[config.mk]
export PLATFORM = sky130hd
export DESIGN_NAME = adc_ctl
export DESIGN_NICKNAME = d
export VERILOG_FILES = /design/src/rtl/adc_ctl_pkg.sv /design/src/rtl/dev_port.sv /design/src/rtl/adc_ctl.sv
export SDC_FILE = /design/constraint.sdc
export NUM_CORES = 1
export LEC_CHECK = 0
export BUFFER_PORTS_ARGS = -buffer_cell sky130_fd_sc_hd__buf_2
export CAP_MARGIN = 20
export CORE_ASPECT_RATIO = 1.25
export CORE_MARGIN = 4
export CORE_UTILIZATION = 60
export DETAILED_ROUTE_END_ITERATION = 10
export MAX_ROUTING_LAYER = met4
export PLACE_DENSITY = 0.81
export SYNTH_ARGS = -nofsm -noshare
export SYNTH_HDL_FRONTEND = slang
export SYNTH_SLANG_ARGS = --single-unit
export TNS_END_PERCENT = 30
[constraint.sdc]
create_clock -name CLK -period 2.6 [get_ports CLK]
set_input_delay 0.52 -clock CLK [delete_from_list [all_inputs] [get_ports CLK]]
set_output_delay 0.52 -clock CLK [all_outputs]
set_load 0.1 [all_outputs]
[src/rtl/adc_ctl_pkg.sv]
// Shared constants, types and decode functions for the converter controller
package adc_ctl_pkg;

    localparam int NUM_CHANNELS = 13;
    localparam int CFG_WIDTH = 17;

    // Device register map, reached over the device register port
    localparam logic [3:0] DEV_CTRL0 = 4'h0;
    localparam logic [3:0] DEV_CTRL1 = 4'h1;
    localparam logic [3:0] DEV_CTRL2 = 4'h2;
    localparam logic [3:0] DEV_RES_HI = 4'h3;
    localparam logic [3:0] DEV_RES_LO = 4'h4;
    localparam logic [3:0] DEV_FLAG = 4'h5;
    localparam logic [3:0] DEV_IRQ_EN = 4'h6;
    localparam logic [3:0] DEV_DIR_LO = 4'h7;
    localparam logic [3:0] DEV_DIR_HI = 4'h8;

    // Device field positions
    localparam int CTRL0_ON_BIT = 0;
    localparam int CTRL0_GO_BIT = 1;
    localparam int IRQ_CONV_BIT = 0;
    localparam int IRQ_GLOBAL_BIT = 1;

    // Controller registers, word addresses on the Avalon slave
    localparam logic [2:0] REG_CMD = 3'h0;
    localparam logic [2:0] REG_CFG = 3'h1;
    localparam logic [2:0] REG_TAD = 3'h2;
    localparam logic [2:0] REG_ACQ_WAIT = 3'h3;
    localparam logic [2:0] REG_FOSC = 3'h4;
    localparam logic [2:0] REG_RESULT = 3'h5;

    localparam int CMD_START_BIT = 0;
    localparam int CMD_IRQ_MODE_BIT = 1;

    // Reset values
    localparam logic [CFG_WIDTH-1:0] CFG_RESET = 17'h00000;
    localparam logic [15:0] TAD_RESET = 16'h0010;
    localparam logic [15:0] ACQ_WAIT_RESET = 16'h0100;
    localparam logic [15:0] FOSC_RESET = 16'h9C40;

    // Oscillator limits in kHz
    localparam logic [15:0] FOSC_RC_LIMIT_KHZ = 16'h03E8;
    localparam logic [15:0] FOSC_MAX_DIV2 = 16'h09C4;
    localparam logic [15:0] FOSC_MAX_DIV4 = 16'h1388;
    localparam logic [15:0] FOSC_MAX_DIV8 = 16'h2710;
    localparam logic [15:0] FOSC_MAX_DIV16 = 16'h4E20;
    localparam logic [15:0] FOSC_MAX_DIV32 = 16'h9C40;

    typedef struct packed {
        logic sleep_ok;
        logic [2:0] clk_sel;
        logic [2:0] acq;
        logic [3:0] chan;
        logic neg_ref;
        logic pos_ref;
        logic [3:0] pcfg;
    } cfg_t;

    typedef struct packed {
        logic write;
        logic [3:0] addr;
        logic [7:0] wdata;
    } dev_req_t;

    typedef enum logic [3:0] {
        ST_IDLE = 4'h0,
        ST_WR_CFG1 = 4'h1,
        ST_WR_CFG2 = 4'h3,
        ST_WR_DIRL = 4'h2,
        ST_WR_DIRH = 4'h6,
        ST_WR_ON = 4'h7,
        ST_CLR_FLAG = 4'h5,
        ST_WR_IRQ = 4'h4,
        ST_ACQ_WAIT = 4'hC,
        ST_WR_GO = 4'hD,
        ST_POLL = 4'hF,
        ST_GAP = 4'hE,
        ST_RD_HI = 4'hA,
        ST_RD_LO = 4'hB,
        ST_CLR_DONE = 4'h9
    } seq_state_t;

    function automatic logic is_rc(input logic [2:0] sel);
        return sel[1:0] == 2'b11;
    endfunction

    function automatic logic [15:0] max_fosc_khz(input logic [2:0] sel);
        case (sel)
            3'h0: max_fosc_khz = FOSC_MAX_DIV2;
            3'h4: max_fosc_khz = FOSC_MAX_DIV4;
            3'h1: max_fosc_khz = FOSC_MAX_DIV8;
            3'h5: max_fosc_khz = FOSC_MAX_DIV16;
            3'h2: max_fosc_khz = FOSC_MAX_DIV32;
            3'h6: max_fosc_khz = FOSC_MAX_DIV32;
            default: max_fosc_khz = FOSC_RC_LIMIT_KHZ;
        endcase
    endfunction

    // Channel k is analog while code + k stays below 15
    function automatic logic [NUM_CHANNELS-1:0] analog_mask(
        input logic [3:0] pcfg);
        logic [NUM_CHANNELS-1:0] m;
        m = '0;
        for (int k = 0; k < NUM_CHANNELS; k++) begin
            m[k] = (5'(pcfg) + 5'(k)) < 5'd15;
        end
        return m;
    endfunction

endpackage

[src/rtl/dev_port.sv]
// One-access-at-a-time master for the device register port
`timescale 1ns/1ps
module dev_port (
    input wire logic CLK,
    input wire logic RST_N,
    input wire logic go,
    input wire adc_ctl_pkg::dev_req_t req,
    output logic done,
    output logic [7:0] rdata,
    output logic [3:0] dev_addr,
    output logic [7:0] dev_wdata,
    output logic dev_we,
    output logic dev_re,
    input wire logic [7:0] dev_rdata,
    input wire logic dev_ack
);
    import adc_ctl_pkg::*;

    typedef struct packed {
        logic active;
        logic done;
        dev_req_t req;
        logic [7:0] rdata;
    } port_state_t;

    port_state_t s_reg;
    port_state_t s_next;

    always_comb begin
        s_next = s_reg;
        s_next.done = 1'b0;
        if (!s_reg.active && go) begin
            s_next.active = 1'b1;
            s_next.req = req;
        end
        if (s_reg.active && dev_ack) begin
            s_next.active = 1'b0;
            s_next.done = 1'b1;
            if (!s_reg.req.write) begin
                s_next.rdata = dev_rdata;
            end
        end
    end

    always_ff @(posedge CLK or negedge RST_N) begin
        if (!RST_N) begin
            s_reg <= '0;
        end else begin
            s_reg <= s_next;
        end
    end

    assign done = s_reg.done;
    assign rdata = s_reg.rdata;
    assign dev_addr = s_reg.req.addr;
    assign dev_wdata = s_reg.req.wdata;
    assign dev_we = s_reg.active && s_reg.req.write;
    assign dev_re = s_reg.active && !s_reg.req.write;

    a_one_strobe: assert property (@(posedge CLK) disable iff (!RST_N)
        !(dev_we && dev_re))
        else $error("read and write strobes high together");

endmodule

[src/rtl/adc_ctl.sv]
// Converter sequencing controller with Avalon-MM command registers
//
// Design decisions made here: the placing of the registers and the Avalon-MM interface to the registers.
`timescale 1ns/1ps
// What this block does
// - Setting start bit begins acquire then convert
// - Manual mode: wait acquisition before start
// - Pick fastest legal divider for oscillator; the block does not pick one, it refuses a divider too fast for it or used below 1 MHz
// - Wait two clock periods before next acquisition
// - Configure everything, then switch converter on
// - Set analog channel pins to input
// - Clear flag, enable interrupts, then start
// - After completion read result, clear flag
// - Keep clock source steady during conversion
// - RC above 1 MHz needs sleep
// - Below 1 MHz use RC conversion clock
module adc_ctl (
    input wire logic CLK,
    input wire logic RST_N,
    input wire logic [2:0] AVS_ADDRESS,
    input wire logic AVS_READ,
    input wire logic AVS_WRITE,
    input wire logic [31:0] AVS_WRITEDATA,
    output logic [31:0] AVS_READDATA,
    output logic AVS_WAITREQUEST,
    output logic [3:0] DEV_ADDR,
    output logic [7:0] DEV_WDATA,
    output logic DEV_WE,
    output logic DEV_RE,
    input wire logic [7:0] DEV_RDATA,
    input wire logic DEV_ACK,
    input wire logic DEV_IRQ,
    output logic CLK_HOLD,
    output logic SLEEP_REQ
);
    import adc_ctl_pkg::*;

    typedef struct packed {
        seq_state_t st;
        logic issued;
        logic [16:0] timer;
        logic done;
        logic err;
        logic irq_mode;
        logic [11:0] result;
        cfg_t cfg;
        logic [15:0] conversion_clock_period;
        logic [15:0] acq_wait;
        logic [15:0] fosc;
        logic rdv;
        logic [31:0] rdata;
    } ctl_state_t;

    ctl_state_t s_reg;
    ctl_state_t s_next;
    logic acc_go;
    dev_req_t acc_req;
    logic acc_done;
    logic [7:0] acc_rdata;
    logic is_acc;
    seq_state_t after;
    logic [NUM_CHANNELS-1:0] mask;
    logic bad_clock;
    logic busy;
    cfg_t new_cfg;

    assign busy = s_reg.st != ST_IDLE;
    assign mask = analog_mask(s_reg.cfg.pcfg);

    // Oscillator versus clock select legality
    always_comb begin
        bad_clock = 1'b0;
        if (s_reg.fosc > max_fosc_khz(s_reg.cfg.clk_sel)) begin
            bad_clock = !is_rc(s_reg.cfg.clk_sel);
        end
        if (s_reg.fosc < FOSC_RC_LIMIT_KHZ && !is_rc(s_reg.cfg.clk_sel)) begin
            bad_clock = 1'b1;
        end
        if (is_rc(s_reg.cfg.clk_sel) && s_reg.fosc > FOSC_RC_LIMIT_KHZ
            && !s_reg.cfg.sleep_ok) begin
            bad_clock = 1'b1;
        end
        if (s_reg.conversion_clock_period == 16'h0000) begin
            bad_clock = 1'b1;
        end
    end

    always_comb begin
        s_next = s_reg;
        acc_go = 1'b0;
        is_acc = 1'b1;
        after = s_reg.st;
        new_cfg = cfg_t'(AVS_WRITEDATA[CFG_WIDTH-1:0]);
        acc_req = '{write: 1'b1, addr: DEV_CTRL0, wdata: 8'h00};

        // Avalon read: one wait cycle, data from a register
        s_next.rdv = AVS_READ && !s_reg.rdv;
        if (AVS_READ && !s_reg.rdv) begin
            case (AVS_ADDRESS)
                REG_CMD: s_next.rdata = {29'h0, s_reg.err, s_reg.done, busy};
                REG_CFG: s_next.rdata = {15'h0, s_reg.cfg};
                REG_TAD: s_next.rdata = {16'h0, s_reg.conversion_clock_period};
                REG_ACQ_WAIT: s_next.rdata = {16'h0, s_reg.acq_wait};
                REG_FOSC: s_next.rdata = {16'h0, s_reg.fosc};
                REG_RESULT: s_next.rdata = {20'h0, s_reg.result};
                default: s_next.rdata = 32'h0000_0000;
            endcase
        end

        // Avalon write: configuration locked while busy
        if (AVS_WRITE && !busy) begin
            case (AVS_ADDRESS)
                REG_CMD: begin
                    if (AVS_WRITEDATA[CMD_START_BIT]) begin
                        s_next.done = 1'b0;
                        s_next.err = bad_clock;
                        s_next.irq_mode = AVS_WRITEDATA[CMD_IRQ_MODE_BIT];
                        s_next.issued = 1'b0;
                        s_next.timer = '0;
                        if (!bad_clock) begin
                            s_next.st = ST_WR_CFG1;
                        end
                    end
                end
                REG_CFG: s_next.cfg = new_cfg;
                REG_TAD: s_next.conversion_clock_period = AVS_WRITEDATA[15:0];
                REG_ACQ_WAIT: s_next.acq_wait = AVS_WRITEDATA[15:0];
                REG_FOSC: s_next.fosc = AVS_WRITEDATA[15:0];
                default: ;
            endcase
        end

        case (s_reg.st)
            ST_IDLE: is_acc = 1'b0;
            ST_WR_CFG1: begin
                acc_req = '{1'b1, DEV_CTRL1, {2'b00, s_reg.cfg.neg_ref,
                    s_reg.cfg.pos_ref, s_reg.cfg.pcfg}};
                after = ST_WR_CFG2;
            end
            ST_WR_CFG2: begin
                acc_req = '{1'b1, DEV_CTRL2, {2'b00, s_reg.cfg.acq,
                    s_reg.cfg.clk_sel}};
                after = ST_WR_DIRL;
            end
            ST_WR_DIRL: begin
                acc_req = '{1'b1, DEV_DIR_LO, mask[7:0]};
                after = ST_WR_DIRH;
            end
            ST_WR_DIRH: begin
                acc_req = '{1'b1, DEV_DIR_HI, {3'b000, mask[12:8]}};
                after = ST_WR_ON;
            end
            ST_WR_ON: begin
                acc_req = '{1'b1, DEV_CTRL0, {2'b00, s_reg.cfg.chan, 2'b01}};
                after = ST_CLR_FLAG;
            end
            ST_CLR_FLAG: begin
                acc_req = '{1'b1, DEV_FLAG, 8'h00};
                after = ST_WR_IRQ;
            end
            ST_WR_IRQ: begin
                acc_req = '{1'b1, DEV_IRQ_EN, 8'h00};
                acc_req.wdata[IRQ_CONV_BIT] = s_reg.irq_mode;
                acc_req.wdata[IRQ_GLOBAL_BIT] = s_reg.irq_mode;
                after = ST_ACQ_WAIT;
            end
            ST_ACQ_WAIT: begin
                is_acc = 1'b0;
                // Programmed acquisition needs no wait here
                if (s_reg.cfg.acq != 3'b000 ||
                    s_reg.timer >= {1'b0, s_reg.acq_wait}) begin
                    s_next.st = ST_WR_GO;
                    s_next.timer = '0;
                end else begin
                    s_next.timer = s_reg.timer + 17'h00001;
                end
            end
            ST_WR_GO: begin
                acc_req = '{1'b1, DEV_CTRL0, {2'b00, s_reg.cfg.chan, 2'b11}};
                after = ST_POLL;
            end
            ST_POLL: begin
                acc_req = '{1'b0, DEV_CTRL0, 8'h00};
                after = ST_POLL;
                if (s_reg.irq_mode) begin
                    is_acc = 1'b0;
                    if (DEV_IRQ) begin
                        s_next.st = ST_GAP;
                    end
                end else if (acc_done && !acc_rdata[CTRL0_GO_BIT]) begin
                    after = ST_GAP;
                end
            end
            ST_GAP: begin
                is_acc = 1'b0;
                if (s_reg.timer >= {s_reg.conversion_clock_period, 1'b0}) begin
                    s_next.st = ST_RD_HI;
                    s_next.timer = '0;
                end else begin
                    s_next.timer = s_reg.timer + 17'h00001;
                end
            end
            ST_RD_HI: begin
                acc_req = '{1'b0, DEV_RES_HI, 8'h00};
                after = ST_RD_LO;
                if (acc_done) begin
                    s_next.result[11:8] = acc_rdata[3:0];
                end
            end
            ST_RD_LO: begin
                acc_req = '{1'b0, DEV_RES_LO, 8'h00};
                after = ST_CLR_DONE;
                if (acc_done) begin
                    s_next.result[7:0] = acc_rdata;
                end
            end
            ST_CLR_DONE: begin
                acc_req = '{1'b1, DEV_FLAG, 8'h00};
                after = ST_IDLE;
                if (acc_done) begin
                    s_next.done = 1'b1;
                end
            end
            default: begin
                is_acc = 1'b0;
                s_next.st = ST_IDLE;
            end
        endcase

        // Common access sequencing: issue once, advance on done
        if (is_acc) begin
            if (!s_reg.issued) begin
                acc_go = 1'b1;
                s_next.issued = 1'b1;
            end else if (acc_done) begin
                s_next.issued = 1'b0;
                s_next.st = after;
            end
        end
    end

    always_ff @(posedge CLK or negedge RST_N) begin
        if (!RST_N) begin
            s_reg <= '{st: ST_IDLE, issued: 1'b0, timer: 17'h00000,
                done: 1'b0, err: 1'b0, irq_mode: 1'b0, result: 12'h000,
                cfg: CFG_RESET, conversion_clock_period: TAD_RESET, acq_wait: ACQ_WAIT_RESET,
                fosc: FOSC_RESET, rdv: 1'b0, rdata: 32'h0000_0000};
        end else begin
            s_reg <= s_next;
        end
    end

    dev_port u_port (
        .CLK(CLK),
        .RST_N(RST_N),
        .go(acc_go),
        .req(acc_req),
        .done(acc_done),
        .rdata(acc_rdata),
        .dev_addr(DEV_ADDR),
        .dev_wdata(DEV_WDATA),
        .dev_we(DEV_WE),
        .dev_re(DEV_RE),
        .dev_rdata(DEV_RDATA),
        .dev_ack(DEV_ACK)
    );

    assign AVS_READDATA = s_reg.rdata;
    assign AVS_WAITREQUEST = AVS_READ && !s_reg.rdv;
    assign CLK_HOLD = s_reg.st == ST_WR_GO || s_reg.st == ST_POLL;
    assign SLEEP_REQ = CLK_HOLD && is_rc(s_reg.cfg.clk_sel)
        && s_reg.fosc > FOSC_RC_LIMIT_KHZ;

    // Helper: cycles spent in the gap and acquisition waits
    logic [16:0] wait_cnt;
    always_ff @(posedge CLK or negedge RST_N) begin
        if (!RST_N) begin
            wait_cnt <= '0;
        end else if (s_reg.st == ST_GAP || s_reg.st == ST_ACQ_WAIT) begin
            wait_cnt <= wait_cnt + 17'h00001;
        end else begin
            wait_cnt <= '0;
        end
    end

    a_bad_clock_err: assert property (@(posedge CLK) disable iff (!RST_N)
        (AVS_WRITE && !busy && AVS_ADDRESS == REG_CMD
         && AVS_WRITEDATA[CMD_START_BIT] && bad_clock)
        |=> s_reg.err && s_reg.st == ST_IDLE)
        else $error("illegal clock choice started a conversion");

    a_low_fosc_rc: assert property (@(posedge CLK) disable iff (!RST_N)
        busy |-> !(s_reg.fosc < FOSC_RC_LIMIT_KHZ
                   && !is_rc(s_reg.cfg.clk_sel)))
        else $error("divider used below RC threshold");

    a_sleep_rc: assert property (@(posedge CLK) disable iff (!RST_N)
        (busy && is_rc(s_reg.cfg.clk_sel)
         && s_reg.fosc > FOSC_RC_LIMIT_KHZ) |-> s_reg.cfg.sleep_ok)
        else $error("RC clock above threshold without sleep");

    a_gap_min: assert property (@(posedge CLK) disable iff (!RST_N)
        (s_reg.st == ST_GAP && s_next.st != ST_GAP)
        |-> wait_cnt >= {s_reg.conversion_clock_period, 1'b0})
        else $error("gap after conversion too short");

    a_manual_acq: assert property (@(posedge CLK) disable iff (!RST_N)
        (s_reg.st == ST_ACQ_WAIT && s_next.st == ST_WR_GO
         && s_reg.cfg.acq == 3'b000)
        |-> wait_cnt >= {1'b0, s_reg.acq_wait})
        else $error("manual acquisition wait too short");

    a_go_with_on: assert property (@(posedge CLK) disable iff (!RST_N)
        (DEV_WE && DEV_ADDR == DEV_CTRL0 && DEV_WDATA[CTRL0_GO_BIT])
        |-> DEV_WDATA[CTRL0_ON_BIT] && $past(s_reg.st) == ST_WR_GO)
        else $error("start written without converter on");

    a_dir_input: assert property (@(posedge CLK) disable iff (!RST_N)
        (DEV_WE && DEV_ADDR == DEV_DIR_LO) |-> DEV_WDATA == mask[7:0])
        else $error("analog channel pin not set to input");

    a_irq_setup: assert property (@(posedge CLK) disable iff (!RST_N)
        (s_reg.st == ST_WR_IRQ && DEV_WE)
        |-> DEV_WDATA[IRQ_CONV_BIT] == s_reg.irq_mode
            && DEV_WDATA[IRQ_GLOBAL_BIT] == s_reg.irq_mode)
        else $error("interrupt enables wrong before start");

    a_hold_clock: assert property (@(posedge CLK) disable iff (!RST_N)
        $rose(s_reg.st == ST_POLL) |-> $past(CLK_HOLD) && CLK_HOLD)
        else $error("clock hold dropped during conversion");

    a_done_flag: assert property (@(posedge CLK) disable iff (!RST_N)
        (s_reg.st == ST_CLR_DONE && acc_done) |=> s_reg.done && !busy)
        else $error("completion not reported after flag clear");

    c_poll_done: cover property (@(posedge CLK) disable iff (!RST_N)
        s_reg.st == ST_POLL && !s_reg.irq_mode && s_next.st == ST_GAP);
    c_irq_done: cover property (@(posedge CLK) disable iff (!RST_N)
        s_reg.st == ST_POLL && s_reg.irq_mode && DEV_IRQ);
    c_manual_wait: cover property (@(posedge CLK) disable iff (!RST_N)
        s_reg.st == ST_ACQ_WAIT && s_reg.cfg.acq == 3'b000
        && wait_cnt > 17'h00002);
    c_error: cover property (@(posedge CLK) disable iff (!RST_N)
        $rose(s_reg.err));

endmodule

Word-level counts from Yosys, hierarchy flattened --
Cells that the tools add are included.
Word-level totals: flip-flop bits (word level) 158, input bits 49, output and inout port bits 49, logic and storage cells 162
Operators by class: $add $sub $neg 13, magnitude comparators 18, eq/ne operators 26, muxes and demuxes 34, bitwise operators 1, reductions and logical operators 44
Operator list (count):
- $pmux W13 S11 | 1
- $pmux W17 S6 | 1
- $pmux W16 S5 | 1
- $mux W25 | 3
- $lt A5 B4 Y1 const B | 12
- $pmux W4 S12 | 1
- $mux W17 | 2
- $pmux W17 S2 | 1
- $eq A4 B4 Y1 const B | 7
- $add A4 B4 Y5 const B | 5
- $mux W4 | 6
- $add A4 B3 Y5 const B | 4
- $add A17 B1 Y17 const B | 1
- $ge A17 B16 Y1 | 1
- $ge A17 B17 Y1 | 1
- $eq A4 B3 Y1 const B | 4
- $gt A16 B10 Y1 const B | 1
- $gt A16 B16 Y1 | 1
- $logic_not A16 Y1 | 1
- $lt A16 B10 Y1 const B | 1
- $pmux W4 S4 | 1
- $eq A3 B3 Y1 const B | 5
- $ne A15 B15 Y1 const B | 1
- $reduce_and A2 Y1 | 7
- 25 further kinds | 67

Depth between registers and ports, before layout --
Gate-level depths: netlist of run 1.
word-level depth 18, depth in mapped cells 11, mapped depth without buffers 10

Modules after synthesis --
Synthesis of run 1 repeated with hierarchy kept, for this count alone.
Second synthesis, totals: cell total of the unflattened synthesis 882, area, all modules 8931.1 µm²
By module, submodules not included:
- adc_ctl | times used 1, cells each 810, area an instance 7860.0 µm², sequential area each 3011.6 µm²
- dev_port | times used 1, cells each 72, area an instance 1071.0 µm², sequential area each 575.6 µm²

Least setup slack after synthesis of run 1 --
OpenSTA, ideal clock, no wires.
path kind reg-to-output, start reg s_reg[39] in the netlist's numbering, end out SLEEP_REQ, data arrival time 5860 ps, required time 2080 ps, slack -3780 ps, stages on the path, launching flop included 6, path buffers 0, path through dfstp_2 > nand2_1 > nor4_1 > nand4_1 > a31o_2 > a2111oi_0
Between the ends: word-level cells in the longest chain between the ends 2
Ends and longest elaborated chain:
- start: declaration | line adc_ctl.sv:54 | ctl_state_t s_reg;
- start signal: assignment | line adc_ctl.sv:244 | s_reg <= '{st: ST_IDLE, issued: 1'b0, timer: 17'h00000,
- start signal: assignment | line adc_ctl.sv:249 | s_reg <= s_next;
- $gt A16 B10 Y1 | line adc_ctl.sv:272 | && s_reg.fosc > FOSC_RC_LIMIT_KHZ;
- $logic_and A1 B1 Y1 | line adc_ctl.sv:272
- end: declaration | line adc_ctl.sv:34 | output logic SLEEP_REQ
Every way passes these cells.

Worst setup path after layout of run 1 --
Ends and elaborated chain as after synthesis.

==> results of run 1 <==
per-stage QoR:
step	cells	total power, mW
floorplan	961	8.48
global placement	1159	9.78
detailed placement	1159	10.0
CTS	1191	12.4
global route	1191	13.4
finish	1191	12.6
what timing repair did:
item,in CTS,in global routing
hold buffers,0,0
pin swaps,0,1
resized for setup,0,12
endpoints found under the setup margin,1,8
setup buffers,0,0
logic make-up after synthesis:
logic type,count (synthesis)
simple gates,287
compound gates,221
flops,143
buf+inv,143
mux,88
fa+ha+maj,55
xor+xnor,9
other cells,1
final timing paths:
kind	from	to	slack [ns]
worst max-delay path	s_reg[39]$_DFFE_PN1P_	SLEEP_REQ	-0.28
worst min-delay path	RST_N	s_reg[130]$_DFF_PN0_	0.02
worst max register to register	s_reg[94]$_DFFE_PN0P_	s_reg[111]$_DFFE_PN0P_	0.12
worst min register to register	u_port.dev_wdata[0]$_DFFE_PN0P_	u_port.dev_wdata[0]$_DFFE_PN0P_	0.47
max in group asynchronous	RST_N	s_reg[43]$_DFFE_PN1P_	1.86
min in group CLK	DEV_ACK	u_port.s_reg[22]$_DFFE_PN0P_	0.31
metal layers:
metal | share of wire (%) | track usage [%]
met1 | 38 | 36.4
met3 | 7.8 | 5.94
met2 | 48 | 46.9
met4 | 5.4 | 15.0
met5 | 0 | -
where the power goes:
part / internal [mW] / leakage (nW) / total, mW / switching [mW]
combinational: 2.24 / 2.64 / 6.22 / 3.98
sequential: 3.10 / 1.78 / 4.00 / 0.897
clock: 1.41 / 0.275 / 2.35 / 0.938
area by class of cell:
type	count	area (um2)
clock buffer	23	488
sequential	143	3590
inverter	52	195
tap	178	223
clock inverter	9	85.1
multi-input combinational	675	4630
fill	1041	4440
timing repair buffer	111	754
layout by cell type, fill, tap and decap left out, types with 12 or more instances in the layout:
cell | Yosys | routed
nand2b_1 | 12 | 12
conb_1 | 1 | 15
mux2_2 | 79 | 79
clkbuf_16 | 0 | 17
o21ai_0 | 92 | 90
inv_1 | 52 | 52
nor2_1 | 56 | 55
dfrtp_1 | 136 | 133
a21oi_1 | 26 | 26
nand3_1 | 21 | 21
buf_4 | 44 | 41
buf_2 | 13 | 63
nor3_1 | 14 | 13
nand4_1 | 16 | 16
nand2_1 | 121 | 120
ha_1 | 55 | 55
o211ai_1 | 13 | 13
a22oi_1 | 20 | 20
critical path: stages (launching register included):
cell and delay (ns):
dfstp_2 0.60, nand2_2 0.09, nor4_4 0.12, nand4_1 0.15, a31o_2 0.27, a2111oi_4 0.47, buf_12 0.23
==> flow_summary.toml, run 1 <==
[synth]
yosys.area_share.xor_xnor_pct = 0.892
synth_most_common_cell = "dfrtp_1"
synth_area_leader_cell = "dfrtp_1"
synthCells = 947
muxShareOfSynthArea_pct = 11.1
yosys_register_bits = 143
synth_top_family_by_area = "compound AO/OA/AOI/OAI gates"
yosys.area_share.simple_pct = 15.4
synth_area_leaders = "dfrtp_1 39%, mux2_2 10%, ha_1 7.8%"
synth_common_cells = "136 x dfrtp_1, 121 x nand2_1, 92 x o21ai_0"
synthAdderAreaFrac_pct = 7.79
avgSynthCellArea_um2 = 9.33
synth-edff-count = 0
yosys_warnings = 0
synth_top_area_share_pct = 38.5
syn_area_um2 = 8840
yosysUniqueCellTypes = 70
synth_compound_area_share_pct = 16.0
seq_area_frac_synth_pct = 40.6
ys.flop_type = "dfrtp_1"
ys_async_sr_fraction_pct = 100

[route]
postRouteAntennaNets = 0
via_count = 7469
drtIter0Drc = 676
drc = 0
vias_per_cell = 6.27
wl_per_cell_um = 19.6
drtPass1Iterations = 5
wirelength_um = 23300

[placement]
buffer_ports.inserted = 67
dpl.hpwl_um = 17000
place_ws_ns = 0.130
postPlaceCellArea_um2 = 9360
place_congestion = 1.03

[critical_path]
worstPathMaxFanout = 4
worstSetupEndpointType = "primary output"
required_ns = 2.08
critPathKind = "reg2out"
reg2reg_depth = 9
cp-start-kind = "register"
crit_arrival_ns = 2.36

[sta]
fin_worst_skew_ns = 0.0107
finalCriticalPeriod_ns = 2.88
hold_slack_ns = 0.0231
slew_headroom_pct = 56.8
tightest_slew_ns = 0.646
drv_slew = 0
rsz0062_at_grt = "yes"
fin_ws_ns = -0.276
tns_ns = -0.276
fin_crit_sh_pct = 111
hold_violations = 0
setup_viol = 1
max_freq_mhz = 348

[clock_network]
cts-root-buf = "clkbuf_16"
cts_buffer_depth = 2
cts_max_level = 4
insertion_delay_ns = 0.42
clock-sinks = 143
cts_made_buffers = 17
cts_tree = "built"
cts.reportedPaths.clkPinSlew_ns = 0.06

[global_routing]
grt_pass1_wl_um = 37800
grt_pass1_vias = 7331
grt_max_degree = 57
grt_overflow = 0
track_usage_pct = 29.8
antenna_found_initial = 0

[min_path]
hold_path_class = "in2async"

[layout]
post-route-util_pct = 69.2
drive_gt1_share_pct = 24.7
n_antenna_cell = 0
finalNetCount = 1104
area_growth_pct = 12.8
fin_area_um2 = 9970
largest_reg_flops = 103

[floorplan]
ioPinCount = 98
die_y_um = 144
floorplan.die_area_um2 = 16700
core_um2 = 14400
placementRows = 49
initial_utilization_pct = 61.3
die_w_um = 117

[outcome]
violations = "negative setup slack"
status = "finished with violations"

[power]
powerDensity_nw_per_um2 = 1260
ir_drop_mv = 0.951
p_leak_nw = 4.70

[flow_run]
max_cap_viol_count = 0
Power figures use the tool's default switching activity.
==> run 2, diff against run 1 <==
- clock period: 2.6 -> 3.3 ns (I/O delays scaled with it)
==> flow_summary.toml, run 2 (same netlist as run 1, synthesis figures left out) <==
[route]
vias_per_cell = 6.29
wirelength_um = 23200
drtPass1Iterations = 8
topRoutingLayerUsed = "met4"
wl_per_cell_um = 19.9
drc = 0
met2_length_um = 11100
via_count = 7332
met1_length_um = 9240
drtIter0Drc = 816
routed-wl-met3_um = 1530
postRouteAntennaNets = 0

[floorplan]
ioPinCount = 98
floorplan.die_area_um2 = 16700
die_y_um = 144
die_w_um = 117
initial_utilization_pct = 61.3
core_um2 = 14400
placementRows = 49

[clock_network]
insertion_delay_ns = 0.42
cts_max_level = 4
cts.reportedPaths.clkPinSlew_ns = 0.06
cts_tree = "built"
clock-sinks = 143
cts_buffer_depth = 2
cts_made_buffers = 17
cts-root-buf = "clkbuf_16"

[outcome]
status = "finished clean"

[layout]
mostFrequentLayoutCells = "136 x dfrtp_1, 121 x nand2_1, 92 x o21ai_0"
seqCellArea_um2 = 3590
largest_reg_flops = 103
area_growth_pct = 10.1
fillCellCount = 1093
drive_gt1_share_pct = 22.0
multi_input_area_um2 = 4600
post-route-util_pct = 67.6
mostFrequentLayoutCell = "dfrtp_1"
finalNetCount = 1078
n_antenna_cell = 0

[sta]
tightest_slew_ns = 0.899
finalCriticalPeriod_ns = 3.06
tns_ns = 0
slew_headroom_pct = 39.9
max_freq_mhz = 327
rsz0062_at_grt = "no"
setup_viol = 0
hold_violations = 0
fin_worst_skew_ns = 0.0106
drv_slew = 0
fin_crit_sh_pct = 92.7

[placement]
place_congestion = 1.04
dpl.hpwl_um = 16600
buffer_ports.inserted = 67

[min_path]
hold_path_class = "in2async"

[global_routing]
grt_pass1_vias = 7201
grt_overflow = 0
antenna_found_initial = 0
grt_max_degree = 71
track_usage_pct = 29.6
grt_pass1_wl_um = 37200

[power]
powerDensity_nw_per_um2 = 1020
ir_drop_mv = 0.737
p_leak_nw = 4.58

[critical_path]
worstSetupEndpointType = "primary output"
worstPathMaxFanout = 4
critPathKind = "reg2out"
crit_arrival_ns = 2.40
required_ns = 2.64
cp-start-kind = "register"

[flow_run]
max_cap_viol_count = 0
## run 2: critical path, stage by stage, from the launching register on
cell and delay [ns]:
dfstp_2 0.57, nand2_1 0.06, nor4_1 0.22, nand4_1 0.15, a31o_2 0.27, a2111oi_4 0.36
buf_4 0.35
## run 2: timing repair
| action | in CTS | in global routing |
|---|---|---|
| hold buffers | 0 | 0 |
| setup endpoints to repair | 0 | 1 |
| gates resized for setup | 0 | 2 |
| buffers inserted | 0 | 0 |
## run 2: cell type report
cell class                 count  share of cell area, %
multi-input combinational    675                   47.2
clock buffer                  19                   4.65
tap                          178                   2.29
clock inverter                13                   1.93
timing repair buffer          85                   5.05
inverter                      52                   2.01
sequential                   143                   36.9
## run 2: where the power goes
part           total, mW  leakage, nW  internal (mW)  switching (mW)
sequential          3.26         1.79           2.44           0.819
clock               2.07        0.305           1.31           0.767
combinational       4.55         2.49           1.59            2.96
total               9.88         4.58           5.34            4.55
## run 2: routing by layer
metal / global-route usage, % / up-vias
li1: - / 3367
met1: 35.2 / 3513
met2: 47.6 / 353
met3: 5.43 / 99
met4: 15.8 / 0
met5: - / -
## run 2: stage by stage
| stage | setup slack [ns] | power, mW | area (um2) | hold slack [ns] | instances |
|---|---|---|---|---|---|
| floorplan | 0.268 | 6.68 | 8910 | 0.364 | 961 |
| global placement | 0.399 | 7.52 | 9090 | 0.457 | 1133 |
| detailed placement | 0.295 | 7.69 | 9090 | 0.462 | 1133 |
| CTS | 0.0904 | 9.83 | 9730 | 0.271 | 1165 |
| global route | 0.0573 | 10.5 | 9730 | 0.303 | 1165 |
| finish | 0.241 | 9.88 | 9730 | 0.238 | 1165 |
## run 2: worst paths after layout
| kind | slack [ns] | depth (start not counted) | from | to |
|---|---|---|---|---|
| worst max register to register | 0.31 | 8 | s_reg[125]$_DFFE_PN0P_ | s_reg[121]$_DFFE_PN0P_ |
| worst min-delay path | 0.24 | 1 | RST_N | u_port.dev_addr[2]$_DFFE_PN0P_ |
| min in group CLK | 0.45 | 2 | DEV_ACK | u_port.s_reg[22]$_DFFE_PN0P_ |
| max in group asynchronous | 2.23 | 2 | RST_N | s_reg[44]$_DFFE_PN1P_ |
| worst max-delay path | 0.24 | 6 | s_reg[39]$_DFFE_PN1P_ | SLEEP_REQ |
| worst min register to register | 0.47 | 1 | u_port.dev_wdata[6]$_DFFE_PN0P_ | u_port.dev_wdata[6]$_DFFE_PN0P_ |
==> run 3, diff against run 2 <==
==> constraint.sdc (replaced) <==
create_clock -name CLK -period 3.3 [get_ports CLK]
set_input_delay 0.33 -clock CLK [delete_from_list [all_inputs] [get_ports CLK]]
set_output_delay 0.33 -clock CLK [all_outputs]
set_load 0.1 [all_outputs]
==> flow_summary.toml, run 3 (same netlist as run 1, synthesis figures left out) <==
[floorplan]
placementRows = 49
ioPinCount = 98
die_w_um = 117
die_y_um = 144
floorplan.die_area_um2 = 16700
core_um2 = 14400
initial_utilization_pct = 61.3

[route]
drtIter0Drc = 569
drtPass1Iterations = 6
postRouteAntennaNets = 0
vias_per_cell = 6.19
drc = 0
wirelength_um = 23200
met1_length_um = 9250
routed-wl-met3_um = 1330
via_count = 7214
topRoutingLayerUsed = "met4"
met2_length_um = 11400
wl_per_cell_um = 19.9

[power]
powerDensity_nw_per_um2 = 1020
swShare_pct = 45.3
switchingPower_mw = 4.50
p_leak_nw = 4.59
comb_power_share_pct = 45.7
ir_drop_mv = 0.739
p_clk_share_pct = 21.4
pwr-share-seq_pct = 32.9
intPower_mw = 5.43

[clock_network]
cts_max_level = 4
cts_tree = "built"
post_cts_resized = 0
cts_made_buffers = 17
cts.reportedPaths.clkPinSlew_ns = 0.06
insertion_delay_ns = 0.43
cts-root-buf = "clkbuf_16"
clock-sinks = 143
cts_setup_buffers = 0
cts_buffer_depth = 2

[global_routing]
grt_pass1_wl_um = 36800
grt_max_degree = 74
antenna_found_initial = 0
track_usage_pct = 29.6
grt_overflow = 0
grt_pass1_vias = 6957

[sta]
slew_headroom_pct = 38.6
setup_viol = 0
tightest_slew_ns = 0.918
max_freq_mhz = 335
hold_slack_ns = 0.117
fin_crit_sh_pct = 90.3
hold_violations = 0
fin_worst_skew_ns = 0.00749
tns_ns = 0
rsz0062_at_grt = "no"
drv_slew = 0
finalCriticalPeriod_ns = 2.98

[critical_path]
crit_arrival_ns = 2.65
worstPathMaxFanout = 4
cp-start-kind = "register"
worstSetupEndpointType = "primary output"
required_ns = 2.97
critPathKind = "reg2out"

[placement]
place_congestion = 1.03
buffer_ports.inserted = 67
dpl.hpwl_um = 16800

[layout]
largest_reg_flops = 103
mostFrequentLayoutCells = "136 x dfrtp_1, 121 x nand2_1, 92 x o21ai_0"
drive_gt1_share_pct = 21.7
seqCellArea_um2 = 3590
finalNetCount = 1078
area_growth_pct = 10.3
n_antenna_cell = 0
mostFrequentLayoutCell = "dfrtp_1"
multi_input_area_um2 = 4600
fillCellCount = 1126

[min_path]
hold_path_class = "in2reg"

[outcome]
status = "finished clean"

[flow_run]
max_cap_viol_count = 0
[run 3: changes by cell type in the layout (fill, tap and decap cells not counted), sizes merged]
| cell | change |
|---|---|
| bufinv | +1 |
| dlygate4sd3 | +1 |
| clkinv | -4 |
| clkbuf | +3 |
| buf | -1 |
[run 3: layout make-up]
cell class | instances | share of cell area [%]
clock inverter | 10 | 1.87
tap | 178 | 2.28
clock buffer | 22 | 4.86
inverter | 52 | 2.00
sequential | 143 | 36.8
multi-input combinational | 675 | 47.1
timing repair buffer | 85 | 5.04
[run 3: metrics by stage]
stage | area [um2] | power (mW) | setup WS (ns) | std cells | utilization (%)
finish | 9750 | 9.93 | 0.319 | 1165 | 67.7
global route | 9750 | 10.6 | 0.0518 | 1165 | 67.7
CTS | 9750 | 9.90 | 0.319 | 1165 | 67.7
detailed placement | 9080 | 7.70 | 0.397 | 1132 | 63.0
global placement | 9080 | 7.54 | 0.468 | 1132 | 63.0
floorplan | 8910 | 6.68 | 0.598 | 961 | -
[run 3: worst paths after layout]
path	from	endpoint	slack, ns	cells past startpoint
worst max-delay path	s_reg[39]$_DFFE_PN1P_	SLEEP_REQ	0.32	6
min in group asynchronous	RST_N	s_reg[132]$_DFFE_PN0P_	0.48	2
worst min register to register	u_port.dev_wdata[6]$_DFFE_PN0P_	u_port.dev_wdata[6]$_DFFE_PN0P_	0.47	1
max in group asynchronous	RST_N	s_reg[57]$_DFFE_PN1P_	1.94	3
worst min-delay path	DEV_ACK	u_port.s_reg[22]$_DFFE_PN0P_	0.12	2
worst max register to register	s_reg[125]$_DFFE_PN0P_	s_reg[120]$_DFFE_PN0P_	0.33	8
[run 3: repair_timing]
action,CTS,global route
hold endpoints to repair,68,0
hold buffers,1,0
endpoints found under the setup margin,0,0
[run 3: routing by layer]
layer / global-route usage [%] / vias up
li1: - / 3372
met4: 14.7 / 0
met5: - / -
met2: 48.1 / 293
met1: 35.4 / 3475
met3: 4.93 / 74
[run 3: worst max-delay path: stages (launching register included)]
cell and delay (ns):
dfstp_2 0.59, nand2_1 0.07, nor4_1 0.26, nand4_1 0.17
a31o_2 0.27, a2111oi_4 0.38, buf_2 0.49
[run 3: power by group through the flow]
stage | Combinational (mW) | Sequential, mW | Clock [mW]
6_report | 4.54 | 3.26 | 2.13
5_1_grt | 5.02 | 3.34 | 2.23
4_1_cts | 4.53 | 3.23 | 2.15
3_5_place_dp | 4.45 | 3.25 | 0
3_3_place_gp | 4.32 | 3.22 | 0
2_1_floorplan | 3.80 | 2.88 | 0
